==> src/design/afk_pkg.sv <==
// Constants and carrier types for the full search key builder.
// Assumes a single core clock; inputs come from same-clock classifier logic.
// Behaviour
// - Key type code in bits 1:0
// - Bit 2 high on first lookup only
// - Policy group byte from bit 3
// - Ingress port mask from bit 11, one-hot for ports 0-11
// - Bit 24 carries host lookup result
// - Bit 25 set for group DMAC
// - Bit 26 set for broadcast DMAC
// - Bit 27 set when frame tagged
// - Classified VID, DEI, PCP at 28..43
// - Hop limit nonzero, traffic class byte
// - Addresses at 53/181, equality at 309
// - Bit 310 set when next header TCP
// - Ports at 311/327, equality at 351
// - Range hit vector from bit 343
// - Ports from frame, VID/DSCP classified
// - Bit 352 seq zero or msgtype bit0
// - Bits 353-355 FIN/SYN/RST or msgtype
// - Bits 356-358 PSH/ACK/URG or flags
// - PTP domain 359, version 367
package afk_pkg;
  // ==========================================================
  // Key layout
  localparam int KEY_W       = 371;
  localparam int POS_TYPE    = 0;
  localparam int POS_FIRST   = 2;
  localparam int POS_PAG     = 3;
  localparam int POS_PORTS   = 11;
  localparam int POS_RSVD    = 23;
  localparam int POS_HOST    = 24;
  localparam int POS_MC      = 25;
  localparam int POS_BC      = 26;
  localparam int POS_TAGGED  = 27;
  localparam int POS_VID     = 28;
  localparam int POS_DEI     = 40;
  localparam int POS_PCP     = 41;
  localparam int POS_HOPNZ   = 44;
  localparam int POS_TCLASS  = 45;
  localparam int POS_DIP     = 53;
  localparam int POS_SIP     = 181;
  localparam int POS_IPEQ    = 309;
  localparam int POS_TCP     = 310;
  localparam int POS_DPORT   = 311;
  localparam int POS_SPORT   = 327;
  localparam int POS_RNG     = 343;
  localparam int POS_PEQ     = 351;
  localparam int POS_SEQ0    = 352;
  localparam int POS_FIN     = 353;
  localparam int POS_PSH     = 356;
  localparam int POS_DOM     = 359;
  localparam int POS_VER     = 367;
  localparam int NUM_PORTS   = 12;
  localparam int NUM_RNG     = 8;
  localparam int MAC_GROUP_BIT = 40;
  localparam logic [1:0] TYPE_IPV6_L4   = 2'h0;
  localparam logic [1:0] TYPE_IPV6_MISC = 2'h1;
  localparam logic [1:0] TYPE_CUSTOM    = 2'h2;
  localparam logic [7:0] PROTO_TCP      = 8'h06;
  localparam logic [47:0] MAC_BCAST     = 48'hffffffffffff;
  // ==========================================================
  // Range checker kinds
  typedef enum logic [2:0] {
    AFK_RNG_SPORT, AFK_RNG_DPORT, AFK_RNG_EITHER, AFK_RNG_VID,
    AFK_RNG_DSCP, AFK_RNG_OFF
  } afk_rng_kind_t;
  typedef struct packed {
    afk_rng_kind_t kind;
    logic [15:0]   lo;
    logic [15:0]   hi;
  } afk_rng_cfg_t;
  // ==========================================================
  // Parsed frame request
  typedef struct packed {
    logic [7:0]   policy_assoc_group;
    logic [3:0]   ingress_port;
    logic         host_match;
    logic [47:0]  dmac;
    logic         frame_has_qtag;
    logic [11:0]  vid;
    logic         dei;
    logic [2:0]   pcp;
    logic [5:0]   dscp;
    logic [7:0]   hop_limit;
    logic [7:0]   traffic_class_byte;
    logic [127:0] ipv6_dest_addr;
    logic [127:0] ipv6_src_addr;
    logic [7:0]   next_header;
    logic [15:0]  l4_dest_port;
    logic [15:0]  l4_src_port;
    logic [31:0]  tcp_seq;
    logic [5:0]   tcp_flags;
    logic         is_ptp;
    logic [3:0]   ptp_msg_type;
    logic [7:0]   ptp_flags_lo;
    logic         ptp_flag7;
    logic [7:0]   ptp_domain_number;
    logic [3:0]   ptp_version_field;
  } afk_frame_t;
endpackage : afk_pkg

==> src/design/afk_key_builder.sv <==
// Full search key builder: two lookups per frame, key registered.
// Assumes frame fields are stable while req_valid is high.
`timescale 1ns/1ps
module afk_key_builder
  import afk_pkg::*;
#(
  parameter int RNG_N = NUM_RNG
)(
  // Clock and reset
  input  wire logic                    clock,
  input  wire logic                    nrst,
  // Request
  input  wire logic                    req_valid,
  input  wire afk_frame_t              frame,
  input  wire afk_rng_cfg_t [RNG_N-1:0] rng_cfg,
  // Key out
  output logic                         key_valid,
  output logic [KEY_W-1:0]             key
);
  // ==========================================================
  // State
  typedef struct packed {
    logic             second;
    logic             valid;
    logic [KEY_W-1:0] key;
  } afk_state_t;
  afk_state_t st_ff;
  afk_state_t nxt_st;

  function automatic logic in_rng(input logic [15:0] v,
                                  input afk_rng_cfg_t c);
    in_rng = (v >= c.lo) && (v <= c.hi);
  endfunction : in_rng

  logic [RNG_N-1:0] hits;
  always_comb
  begin
    for (int i = 0; i < RNG_N; i++)
    begin
      case (rng_cfg[i].kind)
        AFK_RNG_SPORT:  hits[i] = in_rng(frame.l4_src_port, rng_cfg[i]);
        AFK_RNG_DPORT:  hits[i] = in_rng(frame.l4_dest_port, rng_cfg[i]);
        AFK_RNG_EITHER: hits[i] = in_rng(frame.l4_src_port, rng_cfg[i])
                               || in_rng(frame.l4_dest_port, rng_cfg[i]);
        AFK_RNG_VID:    hits[i] = in_rng({4'h0, frame.vid}, rng_cfg[i]);
        AFK_RNG_DSCP:   hits[i] = in_rng({10'h000, frame.dscp},
                                         rng_cfg[i]);
        default:        hits[i] = 1'b0;
      endcase
    end
  end

  // ==========================================================
  // Key assembly
  logic [KEY_W-1:0] k;
  logic             tcp;
  always_comb
  begin
    k   = '0;
    tcp = (frame.next_header == PROTO_TCP);
    k[POS_TYPE +: 2]   = TYPE_IPV6_L4;
    k[POS_FIRST]       = ~st_ff.second;
    k[POS_PAG +: 8]    = frame.policy_assoc_group;
    k[POS_PORTS +: NUM_PORTS] =
      NUM_PORTS'(12'h001 << frame.ingress_port);
    k[POS_RSVD]        = 1'b0;
    k[POS_HOST]        = frame.host_match;
    k[POS_MC]          = frame.dmac[MAC_GROUP_BIT];
    k[POS_BC]          = (frame.dmac == MAC_BCAST);
    k[POS_TAGGED]      = frame.frame_has_qtag;
    k[POS_VID +: 12]   = frame.vid;
    k[POS_DEI]         = frame.dei;
    k[POS_PCP +: 3]    = frame.pcp;
    k[POS_HOPNZ]       = (frame.hop_limit != 8'h00);
    k[POS_TCLASS +: 8] = frame.traffic_class_byte;
    k[POS_DIP +: 128]  = frame.ipv6_dest_addr;
    k[POS_SIP +: 128]  = frame.ipv6_src_addr;
    k[POS_IPEQ]        = (frame.ipv6_dest_addr == frame.ipv6_src_addr);
    k[POS_TCP]         = tcp;
    k[POS_DPORT +: 16] = frame.l4_dest_port;
    k[POS_SPORT +: 16] = frame.l4_src_port;
    k[POS_PEQ]         = (frame.l4_dest_port == frame.l4_src_port);
    k[POS_RNG +: NUM_RNG] = NUM_RNG'(hits);
    // Flags mean TCP or PTP depending on the detected protocol
    if (tcp)
    begin
      k[POS_SEQ0]      = (frame.tcp_seq == 32'h0);
      k[POS_FIN +: 3]  = frame.tcp_flags[2:0];
      k[POS_PSH +: 3]  = frame.tcp_flags[5:3];
    end
    else if (frame.is_ptp)
    begin
      k[POS_SEQ0]      = frame.ptp_msg_type[0];
      k[POS_FIN +: 3]  = frame.ptp_msg_type[3:1];
      k[POS_PSH +: 3]  = {frame.ptp_flag7, frame.ptp_flags_lo[2:1]};
      k[POS_DOM +: 8]  = frame.ptp_domain_number;
      k[POS_VER +: 4]  = frame.ptp_version_field;
    end
    // Plain UDP leaves the flag positions at zero
  end

  always_comb
  begin
    nxt_st       = st_ff;
    nxt_st.valid = req_valid;
    if (req_valid)
    begin
      nxt_st.key    = k;
      nxt_st.second = ~st_ff.second;
    end
  end

  always_ff @(posedge clock)
  begin
    if (!nrst)
      st_ff <= '0;
    else
      st_ff <= nxt_st;
  end

  assign key_valid = st_ff.valid;
  assign key       = st_ff.key;

  // ==========================================================
  // Checks
  property p_first;
    @(posedge clock) disable iff (!nrst)
    req_valid |=> key[POS_FIRST] == !$past(st_ff.second);
  endproperty
  a_first: assert property (p_first) else $error("first flag wrong");
  property p_type;
    @(posedge clock) disable iff (!nrst)
    key_valid |-> key[POS_TYPE +: 2] == TYPE_IPV6_L4;
  endproperty
  a_type: assert property (p_type) else $error("type code wrong");
  property p_onehot;
    @(posedge clock) disable iff (!nrst)
    req_valid && (frame.ingress_port < NUM_PORTS)
      |=> $onehot(key[POS_PORTS +: NUM_PORTS])
      && key[POS_PORTS + $past(frame.ingress_port)];
  endproperty
  a_onehot: assert property (p_onehot) else $error("port mask bad");
  property p_bc;
    @(posedge clock) disable iff (!nrst)
    req_valid |=> key[POS_BC] == ($past(frame.dmac) == MAC_BCAST);
  endproperty
  a_bc: assert property (p_bc) else $error("broadcast flag bad");
  property p_mc;
    @(posedge clock) disable iff (!nrst)
    req_valid |=> key[POS_MC] == $past(frame.dmac[MAC_GROUP_BIT]);
  endproperty
  a_mc: assert property (p_mc) else $error("multicast flag bad");
  property p_tcp;
    @(posedge clock) disable iff (!nrst)
    req_valid |=> key[POS_TCP] == ($past(frame.next_header) == PROTO_TCP);
  endproperty
  a_tcp: assert property (p_tcp) else $error("tcp flag bad");
  property p_peq;
    @(posedge clock) disable iff (!nrst)
    req_valid |=> key[POS_PEQ] ==
      ($past(frame.l4_src_port) == $past(frame.l4_dest_port));
  endproperty
  a_peq: assert property (p_peq) else $error("port equal bad");
  property p_udp0;
    @(posedge clock) disable iff (!nrst)
    req_valid && frame.next_header != PROTO_TCP && !frame.is_ptp
      |=> key[POS_SEQ0 +: 19] == '0;
  endproperty
  a_udp0: assert property (p_udp0) else $error("udp flags nonzero");
  property p_hop;
    @(posedge clock) disable iff (!nrst)
    req_valid |=> key[POS_HOPNZ] == ($past(frame.hop_limit) != 8'h00);
  endproperty
  a_hop: assert property (p_hop) else $error("hop flag bad");
  property p_nomask;
    @(posedge clock) disable iff (!nrst)
    req_valid && (frame.ingress_port >= NUM_PORTS)
      |=> key[POS_PORTS +: NUM_PORTS] == '0;
  endproperty
  a_nomask: assert property (p_nomask) else $error("mask not empty");
  property p_rsvd;
    @(posedge clock) disable iff (!nrst)
    key_valid |-> !key[POS_RSVD];
  endproperty
  a_rsvd: assert property (p_rsvd) else $error("reserved set");
  property p_pag;
    @(posedge clock) disable iff (!nrst)
    req_valid |=> key[POS_PAG +: 8] == $past(frame.policy_assoc_group);
  endproperty
  a_pag: assert property (p_pag) else $error("group bad");
  property p_host;
    @(posedge clock) disable iff (!nrst)
    req_valid |=> key[POS_HOST] == $past(frame.host_match);
  endproperty
  a_host: assert property (p_host) else $error("host bad");
  property p_qtag;
    @(posedge clock) disable iff (!nrst)
    req_valid |=> key[POS_TAGGED] == $past(frame.frame_has_qtag);
  endproperty
  a_qtag: assert property (p_qtag) else $error("tag flag bad");
  property p_vid;
    @(posedge clock) disable iff (!nrst)
    req_valid |=> key[POS_VID +: 12] == $past(frame.vid)
      && key[POS_DEI] == $past(frame.dei)
      && key[POS_PCP +: 3] == $past(frame.pcp);
  endproperty
  a_vid: assert property (p_vid) else $error("vlan bad");
  property p_tcls;
    @(posedge clock) disable iff (!nrst)
    req_valid |=> key[POS_TCLASS +: 8] == $past(frame.traffic_class_byte);
  endproperty
  a_tcls: assert property (p_tcls) else $error("class bad");
  property p_addr;
    @(posedge clock) disable iff (!nrst)
    req_valid |=> key[POS_DIP +: 128] == $past(frame.ipv6_dest_addr)
      && key[POS_SIP +: 128] == $past(frame.ipv6_src_addr);
  endproperty
  a_addr: assert property (p_addr) else $error("address bad");
  property p_ipeq;
    @(posedge clock) disable iff (!nrst)
    req_valid |=> key[POS_IPEQ] ==
      ($past(frame.ipv6_dest_addr) == $past(frame.ipv6_src_addr));
  endproperty
  a_ipeq: assert property (p_ipeq) else $error("addr equal bad");
  property p_l4;
    @(posedge clock) disable iff (!nrst)
    req_valid |=> key[POS_DPORT +: 16] == $past(frame.l4_dest_port)
      && key[POS_SPORT +: 16] == $past(frame.l4_src_port);
  endproperty
  a_l4: assert property (p_l4) else $error("ports bad");

  // ==========================================================
  // Layer-4 flag checks
  property p_seq0;
    @(posedge clock) disable iff (!nrst)
    req_valid && frame.next_header == PROTO_TCP
      |=> key[POS_SEQ0] == ($past(frame.tcp_seq) == 32'h0);
  endproperty
  a_seq0: assert property (p_seq0) else $error("seq flag bad");
  property p_tflg;
    @(posedge clock) disable iff (!nrst)
    req_valid && frame.next_header == PROTO_TCP
      |=> key[POS_FIN +: 3] == $past(frame.tcp_flags[2:0]);
  endproperty
  a_tflg: assert property (p_tflg) else $error("tcp flags bad");
  property p_tflg2;
    @(posedge clock) disable iff (!nrst)
    req_valid && frame.next_header == PROTO_TCP
      |=> key[POS_PSH +: 3] == $past(frame.tcp_flags[5:3]);
  endproperty
  a_tflg2: assert property (p_tflg2) else $error("tcp flags hi");
  property p_tnop;
    @(posedge clock) disable iff (!nrst)
    req_valid && frame.next_header == PROTO_TCP
      |=> key[POS_DOM +: 12] == '0;
  endproperty
  a_tnop: assert property (p_tnop) else $error("ptp bits set");
  property p_pmsg;
    @(posedge clock) disable iff (!nrst)
    req_valid && frame.next_header != PROTO_TCP && frame.is_ptp
      |=> key[POS_SEQ0 +: 4] == $past(frame.ptp_msg_type);
  endproperty
  a_pmsg: assert property (p_pmsg) else $error("msg type bad");
  property p_pflg;
    @(posedge clock) disable iff (!nrst)
    req_valid && frame.next_header != PROTO_TCP && frame.is_ptp
      |=> key[POS_PSH +: 3] ==
      {$past(frame.ptp_flag7), $past(frame.ptp_flags_lo[2:1])};
  endproperty
  a_pflg: assert property (p_pflg) else $error("ptp flags bad");
  property p_pdom;
    @(posedge clock) disable iff (!nrst)
    req_valid && frame.next_header != PROTO_TCP && frame.is_ptp
      |=> key[POS_DOM +: 8] == $past(frame.ptp_domain_number)
      && key[POS_VER +: 4] == $past(frame.ptp_version_field);
  endproperty
  a_pdom: assert property (p_pdom) else $error("ptp domain bad");

  // ==========================================================
  // Range checker checks; only checkers that have a key bit
  localparam int RNG_K = (RNG_N < NUM_RNG) ? RNG_N : NUM_RNG;
  for (genvar g = 0; g < RNG_K; g++)
  begin : g_rng_chk
    property p_rng_off;
      @(posedge clock) disable iff (!nrst)
      req_valid && rng_cfg[g].kind == AFK_RNG_OFF |=> !key[POS_RNG + g];
    endproperty
    a_rng_off: assert property (p_rng_off) else $error("off hit");
    property p_rng_sp;
      @(posedge clock) disable iff (!nrst)
      req_valid && rng_cfg[g].kind == AFK_RNG_SPORT |=> key[POS_RNG + g] ==
        ($past(frame.l4_src_port) >= $past(rng_cfg[g].lo)
        && $past(frame.l4_src_port) <= $past(rng_cfg[g].hi));
    endproperty
    a_rng_sp: assert property (p_rng_sp) else $error("sport range");
    property p_rng_dp;
      @(posedge clock) disable iff (!nrst)
      req_valid && rng_cfg[g].kind == AFK_RNG_DPORT |=> key[POS_RNG + g] ==
        ($past(frame.l4_dest_port) >= $past(rng_cfg[g].lo)
        && $past(frame.l4_dest_port) <= $past(rng_cfg[g].hi));
    endproperty
    a_rng_dp: assert property (p_rng_dp) else $error("dport range");
    property p_rng_ei;
      @(posedge clock) disable iff (!nrst)
      req_valid && rng_cfg[g].kind == AFK_RNG_EITHER |=> key[POS_RNG + g] ==
        (($past(frame.l4_src_port) >= $past(rng_cfg[g].lo)
        && $past(frame.l4_src_port) <= $past(rng_cfg[g].hi))
        || ($past(frame.l4_dest_port) >= $past(rng_cfg[g].lo)
        && $past(frame.l4_dest_port) <= $past(rng_cfg[g].hi)));
    endproperty
    a_rng_ei: assert property (p_rng_ei) else $error("port range");
    property p_rng_vid;
      @(posedge clock) disable iff (!nrst)
      req_valid && rng_cfg[g].kind == AFK_RNG_VID |=> key[POS_RNG + g] ==
        ({4'h0, $past(frame.vid)} >= $past(rng_cfg[g].lo)
        && {4'h0, $past(frame.vid)} <= $past(rng_cfg[g].hi));
    endproperty
    a_rng_vid: assert property (p_rng_vid) else $error("vid range");
    property p_rng_ds;
      @(posedge clock) disable iff (!nrst)
      req_valid && rng_cfg[g].kind == AFK_RNG_DSCP |=> key[POS_RNG + g] ==
        ({10'h000, $past(frame.dscp)} >= $past(rng_cfg[g].lo)
        && {10'h000, $past(frame.dscp)} <= $past(rng_cfg[g].hi));
    endproperty
    a_rng_ds: assert property (p_rng_ds) else $error("dscp range");
  end

  // ==========================================================
  // Handshake checks; sampled nrst keeps the reset edge out
  property p_valid;
    @(posedge clock) disable iff (!nrst)
    req_valid |=> key_valid;
  endproperty
  a_valid: assert property (p_valid) else $error("no key");
  property p_pulse;
    @(posedge clock) disable iff (!nrst)
    !req_valid |=> !key_valid;
  endproperty
  a_pulse: assert property (p_pulse) else $error("extra key");
  property p_hold;
    @(posedge clock) disable iff (!nrst)
    nrst && !req_valid |=> $stable(key);
  endproperty
  a_hold: assert property (p_hold) else $error("key moved");
  property p_alt;
    @(posedge clock) disable iff (!nrst)
    req_valid ##1 req_valid |=> key[POS_FIRST] != $past(key[POS_FIRST]);
  endproperty
  a_alt: assert property (p_alt) else $error("no alternation");
endmodule : afk_key_builder

==> config.mk <==
export PLATFORM = sky130hd
export DESIGN_NAME = afk_key_builder
export DESIGN_NICKNAME = d
export VERILOG_FILES = /design/src/design/afk_pkg.sv /design/src/design/afk_key_builder.sv
export SDC_FILE = /design/constraint.sdc
export NUM_CORES = 2
export LEC_CHECK = 0
export BUFFER_PORTS_ARGS = -buffer_cell sky130_fd_sc_hd__buf_2
export CAP_MARGIN = 0
export CORE_AREA = 3 3 433 435
export DETAILED_ROUTE_END_ITERATION = 8
export DIE_AREA = 0 0 436 438
export PLACE_DENSITY = 0.45
export SYNTH_ARGS = -nofsm -noshare
export SYNTH_HDL_FRONTEND = slang
export SYNTH_SLANG_ARGS = --single-unit
==> constraint.sdc <==
create_clock -name clock -period 6.1 [get_ports clock]
set_input_delay 0.305 -clock clock [delete_from_list [all_inputs] [get_ports clock]]
set_output_delay 0.305 -clock clock [all_outputs]
set_load 0.005 [all_outputs]
==> metrics.yaml <==
yosysUniqueCellTypes: 71
clockBufferDepth: 3
clk_latency_ps: 630
arrival_ps: 4200
synth.avg_cell_area_um2: 8.97
status: "finished, final reports clean"
start_util_pct: 18.5
yosysTopAreaCellShare_pct: 29.4
num_vias: 35793
powerDensity_nw_per_um2: 175
die_area_um2: 191000
cts_hold_buf: 293
clkPwrFrac_pct: 35.3
worst_slack_ps: 2440
cp_max_fo: 11
drt_iter0_drc: 2244
hold_path_class: "in -> reg"
setup_tns_ps: 0
htree_levels: 2
ys.warnings.count: 0
intPower_w: 0.00531
dr.pass1.iters: 8
synthesis.area_um2: 34000
layout-drive-gt1-share_pct: 24.2
p_leak_nw: 23.5
cp-start-kind: "input pin"
synth_edf_count: 0
clkTransAtPathRegs_ps: 80
fmax_ghz: 0.274
final_max_slew_viol_count: 0
dp_hpwl_um: 163000
setup_violations: 0
layout_commonest_cell: "buf_2"
async_flop_share_pct: 0
yosysSeqAreaShare_pct: 21.7
place_worst_setup_slack_ps: 2710
num_rows: 157
rsz0062_at_grt: "false"
dieWidth_um: 436
cts_resized: 0
die_h_um: 438
cts_tree: "yes"
cts_made_buffers: 48
routabilityCongestion: 0.946
drt-wirelength-per-cell_um: 26.4
place_inst: 7326
period_minus_slack_ps: 3660
antenna_found_initial: 35
grt_max_degree: 198
stdcell_count: 7727
end_kind: "register"
cp_data_required_time_ps: 6650
p_sw_share_pct: 35.8
power_frac_seq_pct: 31.7
grt.total_usage_pct: 20.4
finClkSkew_ps: 0
root_buffer: "clkbuf_16"
cap_viol_max_count: 0
ir_drop_v: 0.000222
overflow: 0
worstSetupPathType: "in -> reg"
post-cts-setup-buffers: 0
final_hold_viol_count: 0
final_cell_mix: "buf_2, ha_1, nor2b_1, dfxtp_1, mux2i_1"
grt_pass1_vias: 36257
slew_headroom_pct: 25.8
ys.flop_type: "dfxtp_1"
synthCells: 3791
fin_area_um2: 47200
final_core_util_pct: 25.8
final_nets: 6748
drc: 0
tightest_slew_ps: 1110
clock-sinks: 369
synth.area.top_cells: "ha_1, dfxtp_1, mux2i_1"
period_share_pct: 59.9
postRouteWirelength_um: 204000
drtAntennaViolNets: 0
grt_pass1_wl_um: 278000
power.switching_w: 0.00296
coreArea_um2: 183000
place_area_um2: 42700
ys_ff_latch: 369
areaGrowthSynthToFinish_pct: 39.0
avgViaCountPerCell: 4.63
io_pins: 1115
synth_area_leader_cell: "ha_1"
power_frac_comb_pct: 33.0
numPortBuffers: 1105
registers in the layout, indices dropped and copies added, names as in the netlist:
name and count:
key 368, key_valid 1
final cells by class:
class                           instances  area (um^2)
Clock buffer                           68         1350
Fill cell                           20150       136000
Antenna cell                           23         57.6
Multi-Input combinational cell       3017        25000
Clock inverter                         17          213
Tap cell                             2464         3080
Inverter                              317         1190
Timing Repair Buffer                 1452         8930
Sequential cell                       369         7390
per-stage QoR:
step                hold slack (ps)  power (W)
CTS                           0.763    0.00839
global route                   34.4    0.00873
detailed placement              466    0.00524
finish                         64.8    0.00827
global placement                463    0.00518
floorplan                       456    0.00392
synthesized netlist by cell type (11+ instances only):
cell         n
dfxtp_1    369
nor2_1      86
nand2_1    115
buf_2       34
xnor2_1     22
o2bb2ai_1   11
o22ai_1     21
a211oi_1    37
clkbuf_1    52
nor2b_1    391
a221oi_1    12
a21oi_1    236
o21a_1      28
a22oi_1     20
a21boi_0    15
o31ai_1     11
o211ai_1    36
mux2i_1    322
nor3_1      43
nand4_1    156
inv_1      297
o21ai_1     44
a31oi_1     12
ha_1       800
o2111ai_1   12
nand2b_1    34
xor2_1      78
nand3_1     50
nor4_1      85
inv_2       18
a2111oi_0   27
a21o_1     105
o21ai_0     85
and4_1      14
cells by family after synthesis:
family / Yosys count / synth area share [%]
adders and majority gates: 800 / 29.4
buffers and inverters: 407 / 4.65
AOI/OAI and AO/OA: 782 / 15.1
xor gates and xnor gates: 100 / 2.58
muxes: 322 / 9.48
DFF: 369 / 21.7
and+or+nand+nor: 1010 / 17.0
other: 1 / 0.0110
layer usage:
| metal | GRT usage, % | vias to the layer above | share of wire [%] |
|---|---|---|---|
| met5 | 0 | - | 0.038 |
| met4 | 12.0 | 10 | 6.5 |
| met3 | 3.16 | 406 | 5.4 |
| li1 | - | 16905 | - |
| met2 | 37.2 | 1444 | 51 |
| met1 | 22.1 | 17028 | 37 |
path summary, 6_finish.rpt:
kind / from / to / slack (ps) / cells after the start
setup / recovery: frame[80] / key[347] / 2440 / 14
hold / removal: frame[145] / key[222] / 60 / 3
setup reg to reg: key[355] / key[355] / 4670 / 3
hold reg to reg: key[26] / key[26] / 480 / 2
power by group through the flow:
stage                     Combinational, W  Clock [W]  Sequential [W]
after floorplan                    0.00125          0         0.00268
after global placement             0.00251          0         0.00267
after detailed placement           0.00256          0         0.00267
after CTS                          0.00273    0.00303         0.00262
final                              0.00273    0.00292         0.00262
after global routing               0.00299    0.00311         0.00264
worst max-delay path, stage by stage:
cell and delay (ps):
dlygate4sd3_1 530, buf_2 150, inv_1 600, buf_4 440
ha_1 280, nand2b_1 130, a211oi_1 230, o21bai_1 90
a211o_1 290, o211ai_1 100, a2111oi_0 170, o211ai_1 210
nand3_1 80, dlygate4sd3_1 560
Note: power is estimated with default switching activity, not from simulation.
